## src/hdl/lpm_pkg.sv

```systemverilog
// Package for the low-power mode controller: register map, field
// positions, reset values and timing counts.
// Assumes a single 200 MHz clock domain and a nibble-wide bit-access port.
package lpm_pkg;

    // Clock and timing
    localparam int CLK_PERIOD_PS = 5000;
    // Oscillator stabilisation time, least value; plain default
    localparam int STAB_TIME_NS = 1000;
    localparam int STAB_CYCLES = (STAB_TIME_NS * 1000 + CLK_PERIOD_PS - 1) / CLK_PERIOD_PS;
    localparam int STAB_CNT_W = $clog2(STAB_CYCLES + 1);

    // System clock divide ratios chosen by the strap pin
    localparam int DIV_FAST = 4;
    localparam int DIV_SLOW = 32;
    localparam int DIV_CNT_W = 5;

    // Control bit addresses (nibble locations)
    localparam int ADDR_W = 10;
    localparam logic [9:0] ADDR_GATE = 10'h000;
    localparam logic [9:0] ADDR_TMR_C = 10'h002;
    localparam logic [9:0] ADDR_TMR_D_SER = 10'h003;
    localparam logic [9:0] ADDR_RETAIN = 10'h021;

    // Bit positions
    localparam int BIT_GATE = 0;
    localparam int BIT_TC_FLAG = 2;
    localparam int BIT_TC_MASK = 3;
    localparam int BIT_TD_FLAG = 0;
    localparam int BIT_TD_MASK = 1;
    localparam int BIT_SER_FLAG = 2;
    localparam int BIT_SER_MASK = 3;
    localparam int BIT_RETAIN = 3;

    // Values after reset
    localparam logic RST_GATE = 1'b0;
    localparam logic RST_FLAG = 1'b0;
    localparam logic RST_MASK = 1'b1;
    localparam logic RST_RETAIN = 1'b0;
    localparam logic RST_DIV_FAST = 1'b1;

    typedef enum logic [1:0] {
        LPM_ACTIVE,
        LPM_STANDBY,
        LPM_STOP
    } lpm_mode_t;

endpackage

```

## src/hdl/lpm_clk_if.sv

```systemverilog
// Interface between the mode controller and its system clock divider.
// Assumes both ends share one clock.
`timescale 1ns/100ps
`default_nettype none
interface lpm_clk_if;
    logic div_fast;
    logic run;
    logic tick;
    modport ctl (output div_fast, output run, input tick);
    modport div (input div_fast, input run, output tick);
endinterface
`default_nettype wire

```

## src/hdl/lpm_clk_div.sv

```systemverilog
// System clock divider: one instruction tick every 4 or 32 clocks.
// Assumes the controller drops run in standby and stop.
`timescale 1ns/100ps
`default_nettype none
module lpm_clk_div
    import lpm_pkg::*;
(
    // Clock and reset
    input wire logic clk,
    input wire logic sys_rst,
    // Control side
    lpm_clk_if.div ctl
);

    logic [DIV_CNT_W-1:0] count;
    logic [DIV_CNT_W-1:0] last;

    assign last = ctl.div_fast ? DIV_CNT_W'(DIV_FAST - 1) : DIV_CNT_W'(DIV_SLOW - 1);

    // Count restarts when gated so the first tick after wake is a full period
    always_ff @(posedge clk) begin
        if (sys_rst || !ctl.run || count >= last) begin
            count <= '0;
        end else begin
            count <= count + DIV_CNT_W'(1);
        end
    end

    always_ff @(posedge clk) begin
        if (sys_rst) begin
            ctl.tick <= 1'b0;
        end else begin
            ctl.tick <= ctl.run && (count == last);
        end
    end

endmodule
`default_nettype wire

```

## src/hdl/lpm_ctrl.sv

```systemverilog
// Low-power mode controller: wake-source flags and masks, global gate,
// active/standby/stop machine, retention indicator and clock strap.
// Assumes CPU accesses come as synchronous one-cycle bit-access strobes.
`timescale 1ns/100ps
`default_nettype none
module lpm_ctrl
    import lpm_pkg::*;
(
    // Clock and reset
    input wire logic clk,
    input wire logic sys_rst,
    // CPU bit-access port
    input wire logic [ADDR_W-1:0] cpu_addr,
    input wire logic cpu_wr,
    input wire logic [3:0] cpu_wr_mask,
    input wire logic [3:0] cpu_wr_data,
    input wire logic cpu_rd,
    output logic [3:0] cpu_rd_data,
    output logic cpu_rd_hit,
    // CPU instruction events
    input wire logic standby_instruction,
    input wire logic stop_instruction,
    // Wake sources
    input wire logic timer_c_ovf,
    input wire logic timer_d_ovf,
    input wire logic timer_d_capture_on,
    input wire logic timer_d_capture_rise,
    input wire logic timer_d_event_pin,
    input wire logic serial_done,
    input wire logic serial_suspend,
    input wire logic other_req_pending,
    // Pins
    input wire logic stop_cancel_pin_n,
    input wire logic clk_sel_strap,
    // Mode outputs
    output logic [1:0] mode,
    output logic instr_clk_en,
    output logic instr_tick,
    output logic osc_en,
    output logic periph_reset,
    output logic comparator_halt,
    output logic pins_hiz,
    output logic pin_func_cancel,
    output logic div_fast,
    output logic fetch_restart,
    output logic resume_next,
    output logic instr_nop,
    output logic irq_req
);

    ////////////////////////////////////////////////////////////////////
    // State

    lpm_mode_t state;
    lpm_mode_t next_state;
    logic global_irq_gate;
    logic timer_c_request_flag;
    logic timer_c_request_mask;
    logic timer_d_request_flag;
    logic timer_d_request_mask;
    logic serial_request_flag;
    logic serial_request_mask;
    logic ram_retention_indicator;
    logic evt_prev;
    logic [STAB_CNT_W-1:0] stab_cnt;
    logic pending;
    logic nop_case;
    logic cancel_done;
    logic capture_edge;
    logic wr_tc;
    logic wr_tds;
    logic wr_gate;
    logic wr_ret;

    lpm_clk_if clk_bus ();

    lpm_clk_div u_div (
        .clk(clk),
        .sys_rst(sys_rst),
        .ctl(clk_bus.div)
    );

    assign clk_bus.div_fast = div_fast;
    assign clk_bus.run = (state == LPM_ACTIVE) && !sys_rst;

    ////////////////////////////////////////////////////////////////////
    // Request logic

    // request equals flag and not mask
    assign pending = (timer_c_request_flag && !timer_c_request_mask)
        || (timer_d_request_flag && !timer_d_request_mask)
        || (serial_request_flag && !serial_request_mask)
        || other_req_pending;

    assign nop_case = !global_irq_gate && pending;

    assign capture_edge = timer_d_capture_on
        && (timer_d_capture_rise ? (timer_d_event_pin && !evt_prev)
                                 : (!timer_d_event_pin && evt_prev));

    // cancel must be held a full stabilisation time
    assign cancel_done = (stab_cnt == STAB_CNT_W'(STAB_CYCLES));

    assign wr_gate = cpu_wr && (cpu_addr == ADDR_GATE);
    assign wr_tc = cpu_wr && (cpu_addr == ADDR_TMR_C);
    assign wr_tds = cpu_wr && (cpu_addr == ADDR_TMR_D_SER);
    assign wr_ret = cpu_wr && (cpu_addr == ADDR_RETAIN);

    always_ff @(posedge clk) begin
        // Follow the pin in reset so a high pin gives no false edge after it
        if (sys_rst) begin
            evt_prev <= timer_d_event_pin;
        end else begin
            evt_prev <= timer_d_event_pin;
        end
    end

    ////////////////////////////////////////////////////////////////////
    // Flags: software may only clear; a set in the same cycle wins

    always_ff @(posedge clk) begin
        if (sys_rst) begin
            timer_c_request_flag <= RST_FLAG;
        end else if (timer_c_ovf) begin
            timer_c_request_flag <= 1'b1;
        end else if (wr_tc && cpu_wr_mask[BIT_TC_FLAG] && !cpu_wr_data[BIT_TC_FLAG]) begin
            timer_c_request_flag <= 1'b0;
        end
    end

    always_ff @(posedge clk) begin
        if (sys_rst) begin
            timer_d_request_flag <= RST_FLAG;
        end else if (timer_d_ovf || capture_edge) begin
            timer_d_request_flag <= 1'b1;
        end else if (wr_tds && cpu_wr_mask[BIT_TD_FLAG] && !cpu_wr_data[BIT_TD_FLAG]) begin
            timer_d_request_flag <= 1'b0;
        end
    end

    always_ff @(posedge clk) begin
        if (sys_rst) begin
            serial_request_flag <= RST_FLAG;
        end else if (serial_done || serial_suspend) begin
            serial_request_flag <= 1'b1;
        end else if (wr_tds && cpu_wr_mask[BIT_SER_FLAG] && !cpu_wr_data[BIT_SER_FLAG]) begin
            serial_request_flag <= 1'b0;
        end
    end

    ////////////////////////////////////////////////////////////////////
    // Masks and gate

    always_ff @(posedge clk) begin
        if (sys_rst) begin
            timer_c_request_mask <= RST_MASK;
            timer_d_request_mask <= RST_MASK;
            serial_request_mask <= RST_MASK;
        end else begin
            if (wr_tc && cpu_wr_mask[BIT_TC_MASK]) begin
                timer_c_request_mask <= cpu_wr_data[BIT_TC_MASK];
            end
            if (wr_tds && cpu_wr_mask[BIT_TD_MASK]) begin
                timer_d_request_mask <= cpu_wr_data[BIT_TD_MASK];
            end
            if (wr_tds && cpu_wr_mask[BIT_SER_MASK]) begin
                serial_request_mask <= cpu_wr_data[BIT_SER_MASK];
            end
        end
    end

    always_ff @(posedge clk) begin
        if (sys_rst) begin
            global_irq_gate <= RST_GATE;
        end else if (wr_gate && cpu_wr_mask[BIT_GATE]) begin
            global_irq_gate <= cpu_wr_data[BIT_GATE];
        end
    end

    ////////////////////////////////////////////////////////////////////
    // Retention indicator

    always_ff @(posedge clk) begin
        if (sys_rst) begin
            ram_retention_indicator <= RST_RETAIN;
        end else if (state == LPM_STOP && cancel_done) begin
            ram_retention_indicator <= 1'b1;
        end else if (wr_ret && cpu_wr_mask[BIT_RETAIN]) begin
            ram_retention_indicator <= cpu_wr_data[BIT_RETAIN];
        end
    end

    ////////////////////////////////////////////////////////////////////
    // Read port, answer one cycle after the strobe

    always_ff @(posedge clk) begin
        if (sys_rst || !cpu_rd) begin
            cpu_rd_data <= 4'h0;
            cpu_rd_hit <= 1'b0;
        end else if (cpu_addr == ADDR_GATE) begin
            cpu_rd_data <= {3'h0, global_irq_gate};
            cpu_rd_hit <= 1'b1;
        end else if (cpu_addr == ADDR_TMR_C) begin
            cpu_rd_data <= {timer_c_request_mask, timer_c_request_flag, 2'h0};
            cpu_rd_hit <= 1'b1;
        end else if (cpu_addr == ADDR_TMR_D_SER) begin
            cpu_rd_data <= {serial_request_mask, serial_request_flag,
                            timer_d_request_mask, timer_d_request_flag};
            cpu_rd_hit <= 1'b1;
        end else if (cpu_addr == ADDR_RETAIN) begin
            cpu_rd_data <= {ram_retention_indicator, 3'h0};
            cpu_rd_hit <= 1'b1;
        end else begin
            // Other RAM locations belong to the data memory
            cpu_rd_data <= 4'h0;
            cpu_rd_hit <= 1'b0;
        end
    end

    ////////////////////////////////////////////////////////////////////
    // Mode machine

    always_comb begin
        next_state = state;
        case (state)
            LPM_ACTIVE: begin
                if (stop_instruction && !nop_case) begin
                    next_state = LPM_STOP;
                end else if (standby_instruction && !nop_case) begin
                    next_state = LPM_STANDBY;
                end
            end
            LPM_STANDBY: begin
                // any request wakes, gate only decides service
                if (pending) begin
                    next_state = LPM_ACTIVE;
                end
            end
            LPM_STOP: begin
                if (cancel_done) begin
                    next_state = LPM_ACTIVE;
                end
            end
            default: begin
                next_state = LPM_ACTIVE;
            end
        endcase
    end

    // standby left by reset is a full reset
    always_ff @(posedge clk) begin
        if (sys_rst) begin
            state <= LPM_ACTIVE;
        end else begin
            state <= next_state;
        end
    end

    // Oscillator stabilisation count while cancel is held in stop
    always_ff @(posedge clk) begin
        if (sys_rst || state != LPM_STOP || stop_cancel_pin_n) begin
            stab_cnt <= '0;
        end else if (!cancel_done) begin
            stab_cnt <= stab_cnt + STAB_CNT_W'(1);
        end
    end

    ////////////////////////////////////////////////////////////////////
    // Mode outputs registered from next_state; instr_tick registered from the divider tick

    always_ff @(posedge clk) begin
        if (sys_rst) begin
            mode <= 2'(LPM_ACTIVE);
            instr_clk_en <= 1'b0;
            osc_en <= 1'b1;
            periph_reset <= 1'b1;
            comparator_halt <= 1'b0;
            pins_hiz <= 1'b0;
            pin_func_cancel <= 1'b0;
        end else begin
            mode <= 2'(next_state);
            // only instruction clocks gated and comparator halted in standby
            instr_clk_en <= (next_state == LPM_ACTIVE);
            osc_en <= (next_state != LPM_STOP);
            // stop holds peripherals reset, pins floating
            periph_reset <= (next_state == LPM_STOP);
            pins_hiz <= (next_state == LPM_STOP);
            pin_func_cancel <= (next_state == LPM_STOP);
            comparator_halt <= (next_state != LPM_ACTIVE);
        end
    end

    always_ff @(posedge clk) begin
        instr_tick <= sys_rst ? 1'b0 : clk_bus.tick;
    end

    ////////////////////////////////////////////////////////////////////
    // Event pulses

    always_ff @(posedge clk) begin
        if (sys_rst) begin
            fetch_restart <= 1'b1;
            resume_next <= 1'b0;
            instr_nop <= 1'b0;
            irq_req <= 1'b0;
        end else begin
            // stop exit fetches from address zero
            fetch_restart <= (state == LPM_STOP) && cancel_done;
            resume_next <= (state == LPM_STANDBY) && pending;
            instr_nop <= (state == LPM_ACTIVE) && nop_case
                && (stop_instruction || standby_instruction);
            irq_req <= (next_state == LPM_ACTIVE) && global_irq_gate && pending;
        end
    end

    // strap caught the cycle after reset or stop exit
    always_ff @(posedge clk) begin
        if (sys_rst) begin
            div_fast <= RST_DIV_FAST;
        end else if (fetch_restart) begin
            div_fast <= clk_sel_strap;
        end
    end

    ////////////////////////////////////////////////////////////////////
    // Checks

    a_flag_set_wins: assert property (@(posedge clk) disable iff (sys_rst)
        (serial_done || serial_suspend) |=> serial_request_flag)
        else $error("serial flag not set by transfer event");

    a_capture_sets_d: assert property (@(posedge clk) disable iff (sys_rst)
        (timer_d_capture_on && timer_d_capture_rise && timer_d_event_pin
         && !$past(timer_d_event_pin)) |=> timer_d_request_flag)
        else $error("capture edge did not set timer D flag");

    a_mask_c_blocks: assert property (@(posedge clk) disable iff (sys_rst)
        (state == LPM_STANDBY && timer_c_request_mask && !timer_d_request_flag
         && !serial_request_flag && !other_req_pending) |=> state == LPM_STANDBY)
        else $error("masked source woke standby");

    a_wake_standby: assert property (@(posedge clk) disable iff (sys_rst)
        (state == LPM_STANDBY && timer_d_request_flag && !timer_d_request_mask)
        |=> (mode == 2'(LPM_ACTIVE)) && resume_next && instr_clk_en)
        else $error("unmasked request did not wake standby");

    a_stop_outputs: assert property (@(posedge clk) disable iff (sys_rst)
        (mode == 2'(LPM_STOP)) |-> (!osc_en && periph_reset && pins_hiz && pin_func_cancel))
        else $error("stop mode outputs wrong");

    a_nop_stays: assert property (@(posedge clk) disable iff (sys_rst)
        (state == LPM_ACTIVE && stop_instruction && nop_case)
        |=> (state == LPM_ACTIVE) && instr_nop)
        else $error("instruction not cancelled");

    a_cancel_ignored: assert property (@(posedge clk) disable iff (sys_rst)
        (state != LPM_STOP && !stop_cancel_pin_n) |=> stab_cnt == '0 && !fetch_restart)
        else $error("cancel acted outside stop");

    a_cancel_exit: assert property (@(posedge clk) disable iff (sys_rst)
        (state == LPM_STOP && cancel_done)
        |=> (state == LPM_ACTIVE) && ram_retention_indicator && fetch_restart)
        else $error("cancel exit wrong");

    a_strap_taken: assert property (@(posedge clk) disable iff (sys_rst)
        fetch_restart |=> div_fast == $past(clk_sel_strap))
        else $error("strap not sampled");

    a_standby_clocks: assert property (@(posedge clk) disable iff (sys_rst)
        (mode == 2'(LPM_STANDBY)) |-> (!instr_clk_en && osc_en && comparator_halt))
        else $error("standby clock gating wrong");

endmodule
`default_nettype wire

```

## config.mk

```make
export PLATFORM = sky130hd
export DESIGN_NAME = lpm_ctrl
export DESIGN_NICKNAME = d
export VERILOG_FILES = /design/src/hdl/lpm_pkg.sv /design/src/hdl/lpm_clk_if.sv /design/src/hdl/lpm_clk_div.sv /design/src/hdl/lpm_ctrl.sv
export SDC_FILE = /design/constraint.sdc
export NUM_CORES = 1
export LEC_CHECK = 0
export BUFFER_PORTS_ARGS = -buffer_cell sky130_fd_sc_hd__buf_4
export CORE_MARGIN = 5
export CORE_UTILIZATION = 48
export CTS_BUF_LIST = sky130_fd_sc_hd__clkbuf_2 sky130_fd_sc_hd__clkbuf_4 sky130_fd_sc_hd__clkbuf_8
export CTS_CLUSTER_DIAMETER = 120
export DETAILED_ROUTE_END_ITERATION = 10
export PLACE_DENSITY = 0.78
export REMOVE_ABC_BUFFERS = 1
export SYNTH_ARGS = -nofsm -noshare
export SYNTH_HDL_FRONTEND = slang
export SYNTH_SLANG_ARGS = --single-unit
```

## constraint.sdc

```tcl
create_clock -name clk -period 1.9 [get_ports clk]
set_clock_uncertainty 0.15 [all_clocks]
set_input_delay 0.19 -clock clk [delete_from_list [all_inputs] [get_ports clk]]
set_output_delay 0.19 -clock clk [all_outputs]
set_load 0.1 [all_outputs]
```

# == Yosys cells after proc, flatten, opt, wreduce, memory -nomap -nowiden ==
# Cells that the tools add are included.
# totals
regBits,41
latchBits,0
ramBits,0
mem_bits_ro,0
inputBits,34
output_inout_bits,19
elab_cells,129
n_memories,0
# op_classes
addsub,2
mul,0
div_mod_pow,0
order_cmp,1
eq_ne,10
shifts,0
n_mux,23
bitwise_logic,0
n_reduce_logical,65
# op_table
cell,count
$logic_and 1x1->1,32
$eq 10x2->1 const B,2
$mux 1,14
$logic_not 1->1,12
$mux 4,3
$logic_or 1x1->1,11
$eq 10x6->1 const B,1
$logic_not 10->1,1
$reduce_bool 2->1,5
$add 8x1->8 const B,1
$eq 8x8->1 const B,1
$mux 2,4
$pmux 2 s3,1
$add 5x1->5 const B,1
$eq 5x5->1,1
$ge 5x5->1,1
$mux 5,1
$eq 2x2->1 const B,2
$logic_not 2->1,2
$ne 2x2->1 const B,2
$reduce_or 3->1,1
$eq 2x1->1 const B,1
$reduce_or 2->1,1

# == Logic depth before layout (Yosys ltp) ==
# Gate-level depths: netlist of the first run.
# depth
depth_word,14
mapped_depth,6
depth_no_buf,6

# == By module ==
# A second synthesis of the first run with hierarchy kept.
# hier_totals
hier_cells,193
hier_area_um2,1813.0
# by_module_without_submodules
mod,n_inst,cells_each,area_each_um2,seq_area_each_um2
lpm_ctrl,1,164,1529.0,700.7
lpm_clk_div,1,29,284.0,120.1

# == Worst setup path before layout of the first run ==
# Ideal clock, no wire load.
# synth_timing
path_type,reg2reg
start,reg div_fast
end,reg u_div.count[2]
setup_time_ns,0.065
arrival_time_ns,2.189
required_ns,1.685
path_slack_ns,-0.504
stages_incl_launch_ff,6
path_buffers,0
period_less_slack_ns,2.404
cell_sequence,dfxtp_1 -> ha_1 -> a21oi_1 -> o22ai_1 -> or3b_2 -> nor2_1
# synth_between
elab_chain_len,3
# synth_rtl
item,line_no,text
"start, declared",lpm_ctrl.sv:44,"output logic div_fast,"
"start signal, assigned",lpm_ctrl.sv:321,div_fast <= clk_sel_strap;
$mux 5,lpm_clk_div.sv:18,assign last = ctl.div_fast ? DIV_CNT_W'(DIV_FAST - 1) : DIV_CNT_W'(DIV_SLOW - 1);
$ge 5x5->1,lpm_clk_div.sv:22,if (sys_rst || !ctl.run || count >= last) begin
$logic_or 1x1->1,lpm_clk_div.sv:22,
"end signal, assigned",lpm_clk_div.sv:25,count <= count + DIV_CNT_W'(1);
"end, declared",lpm_clk_div.sv:15,logic [DIV_CNT_W-1:0] count;
# Every way passes these cells.
# A chain may end at the register's enable or synchronous reset.

# == Worst setup path in the final report of the first run ==
# layout_timing
start,in cpu_addr[5]
end,reg timer_d_request_flag
# layout_between
elab_chain_len,5
# layout_rtl
item,line_no,text
"start, declared",lpm_ctrl.sv:13,"input wire logic [ADDR_W-1:0] cpu_addr,"
$eq 10x2->1,lpm_ctrl.sv:106,assign wr_tds = cpu_wr && (cpu_addr == ADDR_TMR_D_SER);
$logic_and 1x1->1,lpm_ctrl.sv:106,
$logic_and 1x1->1 (2 in a row),lpm_ctrl.sv:136,end else if (wr_tds && cpu_wr_mask[BIT_TD_FLAG] && !cpu_wr_data[BIT_TD_FLAG]) begin
$reduce_bool 2->1 (no source line),--,
"end signal, assigned",lpm_ctrl.sv:133,timer_d_request_flag <= RST_FLAG;
"end signal, assigned",lpm_ctrl.sv:135,timer_d_request_flag <= 1'b1;
"end signal, assigned",lpm_ctrl.sv:137,timer_d_request_flag <= 1'b0;
"end, declared",lpm_ctrl.sv:59,logic timer_d_request_flag;
# Every way passes these cells.

==> results of run 1 <==
stage by stage:
stage,setup slack [ns],cell area (um^2)
final,0.0636,2430
after global routing,0.00842,2430
after CTS,0.0948,2430
after detailed placement,-0.0368,2230
after global placement,-0.0292,2230
after floorplan,-0.504,1740
critical path, cell delays in order:
cell	delay, ns
dlygate4sd3_1	0.54
buf_4	0.16
nand2b_1	0.22
or4_4	0.48
o31ai_2	0.19
a21oi_1	0.08
path summary, 6_finish.rpt:
kind                         from                    to  slack, ns  depth (start not counted)
max reg2reg  timer_c_request_flag                osc_en       0.10                          5
min reg2reg        u_div.ctl.tick            instr_tick       0.29                          1
max                   cpu_addr[5]  timer_d_request_flag       0.06                          6
min           standby_instruction             instr_nop       0.01                          3
registers in the layout, summed over array words and instances, names as in the netlist, 2 cells and up:
signal       count
stab_cnt         8
u_div.count      5
cpu_rd_data      4
mode             2
cells by family after synthesis:
family / count (synthesis) / synth area share (%)
AND/OR/NAND/NOR: 90 / 28.0
XOR/XNOR: 10 / 4.96
AO/OA/AOI/OAI: 25 / 9.71
multiplexers: 6 / 3.40
flip-flops: 41 / 46.5
adder cells (fa/ha/maj): 6 / 4.25
buffers and inverters: 14 / 3.19
cell usage in the layout (no fill, tap or decap), types with 3 or more instances in the layout:
cell type / synthesis / routed
buf_4: 1 / 57
dfxtp_1: 41 / 40
nor2_1: 31 / 31
nor2b_1: 11 / 11
inv_1: 9 / 9
nand3_1: 8 / 8
dlygate4sd3_1: 0 / 8
a21oi_1: 7 / 7
xor2_1: 7 / 7
mux2i_1: 6 / 6
ha_1: 6 / 6
and3_1: 5 / 5
nand2b_1: 5 / 5
nand2_1: 5 / 5
clkbuf_8: 0 / 5
nor4_1: 4 / 4
o21ai_0: 4 / 4
nor3_1: 3 / 3
xnor2_1: 3 / 3
nand3b_1: 3 / 3
power groups by stage:
stage / sequential [W] / combinational (W) / clock [W]
after floorplan: 0.00106 / 0.0000843 / 0
after global placement: 0.000930 / 0.000333 / 0
after detailed placement: 0.000931 / 0.000334 / 0
after CTS: 0.000910 / 0.000349 / 0.000727
after global routing: 0.000915 / 0.000376 / 0.000760
final: 0.000911 / 0.000349 / 0.000699
cell type report:
class | instances | area share [%]
Multi-Input combinational cell | 137 | 36.8
Sequential cell | 41 | 33.8
Timing Repair Buffer | 65 | 20.9
Clock buffer | 5 | 2.83
Tap cell | 48 | 2.47
Clock inverter | 3 | 1.90
Inverter | 9 | 1.39
per-layer routing:
layer	up-vias	routed length [um]	share of wire, %
met5	-	0	0
met4	0	99	2.5
li1	805	-	-
met3	10	245	6.2
met1	701	1700	43
met2	41	1890	48
what timing repair did:
action	4_1_cts	5_1_grt
gates resized for setup	0	2
endpoints found under the setup margin	0	4
endpoints found under the hold margin	7	0
hold buffers	8	0
setup buffers	0	0
==> summary.md, run 1 <==
| Metric | Value |
|---|---|
| Clock latency on the worst-skew pair | 0.29 ns |
| DRC viols | 0 |
| Core area | 3610 um^2 |
| CTS tree | built |
| Crit path capture type | register |
| Drt pass-1 iters | 4 |
| Chip height | 70.6 um |
| Core Rows | 22 |
| Post-synthesis cell area | 1770 um^2 |
| Met1 Resource Use GR | 20.6% |
| Fin. Hold Viols | 0 |
| Sequential power share | 46.5% |
| Hold crit path type | input port to register |
| Root Buffer | clkbuf_8 |
| Slew Limit Fails | 0 |
| Status | complete, no violations |
| TNS Setup | 0 ns |
| Non-filler cells, final | 308 |
| Core Util, Final | 67.5% |
| Ant. Diodes | 0 |
| Syn Inst Count | 192 |
| Rel. slew slack | 68.0% |
| Final setup vio count | 0 |
| Yosys top cell by area | dfxtp_1 |
| Antenna violations before repair | 0 |
| Layout area overhead | 37.8% |
| Pin count of the biggest net entering global routing | 27 |
| Syn_area_per_cell | 9.20 um^2 |
| CP Class | input port to register |
| Area contributors post-synth | dfxtp_1, nor2_1, ha_1, nor2b_1, xor2_1 |
| Min Tclk post-route | 1.84 ns |
| MaxCap Viol Count | 0 |
| CTS max path bufs | 2 |
| M3 GR Usage | 4.83% |
| Power Density | 805 nW/um^2 |
| # IOs | 53 |
| Die W | 70.6 um |
| Number of flops mapped to enable cells by yosys | 0 |
| Post-synth top flop | dfxtp_1 |
| Full die area | 4990 um^2 |
| Leakage Power | 1.04 nW |
| Fillcell total | 322 |
| Synth top area share | 46.5% |
| PortBufs | 52 |
| Placed insts | 292 |
| Total Wirelength | 3940 um |
| Switching Power | 0.000548 W |
| Top-count cell post-synth | dfxtp_1 |
| Drt via density | 5.06 |
| Cell-internal power | 0.00141 W |
| VDD IR max | 0.000565 V |
| Sequential area share after synthesis | 46.5% |
| Total grt overflow | 0 |
| Startpoint Class | input port |
| Total power | 0.00196 W |
| RSZ-0062 raised after global routing | false |
| H-tree Lvls | 2 |
| Arr. time, crit path | 1.86 ns |
| Worst hold margin | 0.0128 ns |
| Post-layout net count | 299 |
| Synth unique cells | 45 |
| Num CTS Buffers | 5 |
| Clock Pin Slew Worst Setup and Hold Paths | 0.08 ns |
| Synth Warn # | 0 |
| Fraction of layout cells with a size suffix above 1 | 28.5% |
| Area of the multi-input gates | 895 um^2 |
| Antenna-violating nets left | 0 |
| Most Crowded Layer GR | met2 |
| Total track usage | 16.5% |
| Via count of the first global-routing pass | 1378 |
| Register Area | 822 um^2 |
| GP Congestion | 0.887 |
| Actual slew at the worst max-slew pin | 0.476 ns |
| DR WL/cell | 12.8 um |
| Power share of the clock group | 35.7% |
| Sw Share | 28.0% |
| Initial Utilization | 49.0% |
| Synthesis-stage register bit count | 41 |
| Global-route met2 utilization | 26.0% |
| Initial DRC Count | 103 |
| Post-synth ARST share | 0% |
| Fmax | 545 MHz |
| Combinational group share of total power | 17.8% |
| Post-DP HPWL | 2860 um |
| Clock Sinks | 41 |
| First-pass GRT wire length | 6530 um |
| Critical-path maximum fanout | 7 |
| Final Cycle Share | 96.7% |
| CP Data Required Time | 1.93 ns |
| Synth top cells by count | dfxtp_1, nor2_1, nor2b_1 |
| DR vias | 1557 |
Note: power is estimated with default switching activity, not from simulation.
==> run 2, diff against run 1 <==
--- a/config.mk
+++ b/config.mk
@@ -7,11 +7,10 @@
 export LEC_CHECK = 0
 export BUFFER_PORTS_ARGS = -buffer_cell sky130_fd_sc_hd__buf_4
 export CORE_MARGIN = 5
-export CORE_UTILIZATION = 48
-export CTS_BUF_LIST = sky130_fd_sc_hd__clkbuf_2 sky130_fd_sc_hd__clkbuf_4 sky130_fd_sc_hd__clkbuf_8
+export CORE_UTILIZATION = 30
+export CTS_BUF_LIST = sky130_fd_sc_hd__clkbuf_8
 export CTS_CLUSTER_DIAMETER = 120
 export DETAILED_ROUTE_END_ITERATION = 10
-export PLACE_DENSITY = 0.78
 export REMOVE_ABC_BUFFERS = 1
 export SYNTH_ARGS = -nofsm -noshare
 export SYNTH_HDL_FRONTEND = slang
==> summary.md, run 2 (synthesis results as in run 1) <==
| Metric | Value |
|---|---|
| Post-layout net count | 304 |
| DR WL/cell | 12.1 um |
| Critical-path maximum fanout | 7 |
| Num CTS Buffers | 5 |
| Power Density | 749 nW/um^2 |
| Layout area overhead | 41.0% |
| Crit path capture type | register |
| CP delay by family, top | buffers and inverters |
| Worst slack, placed | -0.0501 ns |
| Fin. Hold Viols | 0 |
| GP Congestion | 0.829 |
| PortBufs | 52 |
| Critical-path top delay cell | dlygate4sd3_1 |
| TNS Setup | 0 ns |
| Leakage Power | 1.06 nW |
| Total Wirelength | 4110 um |
| Fmax | 556 MHz |
| Initial Utilization | 30.4% |
| Clock latency on the worst-skew pair | 0.30 ns |
| Clock Sinks | 41 |
| Full die area | 7520 um^2 |
| Min Tclk post-route | 1.80 ns |
| First-pass GRT wire length | 6730 um |
| Most common cell after layout, fill and taps aside | buf_4 |
| Rel. slew slack | 71.0% |
| Most frequent cells in the layout | buf_4, dfxtp_1, nor2_1, nor2b_1 |
| Max reg flops | 8 |
| Fraction of layout cells with a size suffix above 1 | 29.4% |
| DR vias | 1567 |
| Core Util, Final | 42.8% |
| Drt pass-1 iters | 4 |
| Final Cycle Share | 94.7% |
| Final setup vio count | 0 |
| Root Buffer | clkbuf_8 |
| Arr. time, crit path | 1.83 ns |
| Core area | 5820 um^2 |
| MaxCap Viol Count | 0 |
| CTS max path bufs | 2 |
| CP cell instances | dlygate4sd3_1, buf_4, nand2b_1, or4_4, o31ai_2, a21oi_1 |
| Pin count of the biggest net entering global routing | 24 |
| Worst hold margin | 0.00840 ns |
| Antenna-violating nets left | 0 |
| Clock Pin Slew Worst Setup and Hold Paths | 0.08 ns |
| H-tree Lvls | 2 |
| Chip height | 86.7 um |
| RSZ-0062 raised after global routing | false |
| Startpoint Class | input port |
| Slew Limit Fails | 0 |
| Hold crit path type | input port to register |
| DRC viols | 0 |
| Drt via density | 4.61 |
| Fillcell total | 592 |
| Total track usage | 11.6% |
| CP Data Required Time | 1.93 ns |
| Max incr delay on CP | 0.54 ns |
| Total grt overflow | 0 |
| Post-DP HPWL | 3150 um |
| # IOs | 53 |
| Status | complete, no violations |
| Final WS setup | 0.101 ns |
| CP Class | input port to register |
| VDD IR max | 0.000363 V |
| Via count of the first global-routing pass | 1539 |
| Initial DRC Count | 84 |
| Core Rows | 28 |
| Largest reg by FF count | stab_cnt |
| Largest regs | stab_cnt (8), u_div.count (5), cpu_rd_data (4) |
| Antenna violations before repair | 0 |
| Die W | 86.7 um |
| Actual slew at the worst max-slew pin | 0.431 ns |
| Buf/Inv on CP | 2 |
| CTS tree | built |
| Ant. Diodes | 0 |
==> run 2: metal layers <==
layer | GRT usage [%] | vias to the layer above | share of wire [%]
met5 | 0 | - | 0
met4 | 6.52 | 0 | 2.5
met3 | 2.76 | 9 | 4.5
met2 | 20.0 | 28 | 51
met1 | 13.0 | 718 | 42
li1 | - | 812 | -
==> run 2: stage by stage <==
| stage | cells | instance area (um^2) | total power [W] |
|---|---|---|---|
| final | 340 | 2490 | 0.00186 |
| after global placement | 323 | 2290 | 0.00127 |
| after detailed placement | 323 | 2290 | 0.00127 |
| after global routing | 340 | 2490 | 0.00196 |
| after floorplan | 187 | 1740 | 0.00114 |
| after CTS | 340 | 2480 | 0.00190 |
==> run 2: tightest hold or removal path: stages <==
cell     delay (ns)
buf_4          0.08
a41oi_1        0.09
nand2_1        0.07
==> run 2: area by class of cell <==
class / count / area (um^2) / area share, %
Sequential cell: 41 / 822 / 33.0
Timing Repair Buffer: 70 / 548 / 22.0
Multi-Input combinational cell: 137 / 895 / 35.9
Clock inverter: 2 / 13.8 / 0.553
Inverter: 9 / 33.8 / 1.36
Clock buffer: 6 / 82.6 / 3.32
Tap cell: 75 / 93.8 / 3.77
==> run 2: worst paths after layout <==
check / startpoint / to / slack, ns / cells after the start
max reg2reg: timer_c_request_flag / osc_en / 0.13 / 6
min reg2reg: u_div.ctl.tick / instr_tick / 0.30 / 1
max: cpu_addr[5] / timer_d_request_flag / 0.10 / 6
min: cpu_wr_data[1] / timer_d_request_mask / 0.008 / 3
==> run 2: timing repair <==
| action | CTS | global route |
|---|---|---|
| setup endpoints to repair | 0 | 11 |
| setup buffers | 0 | 0 |
| hold endpoints to repair | 8 | 0 |
| gates resized for setup | 0 | 2 |
| hold buffers | 9 | 0 |
==> run 2: power breakdown <==
| part | internal [W] | total (W) | switching [W] |
|---|---|---|---|
| clock | 0.000294 | 0.000598 | 0.000304 |
| sequential | 0.000890 | 0.000912 | 0.0000216 |
| combinational | 0.000133 | 0.000354 | 0.000221 |
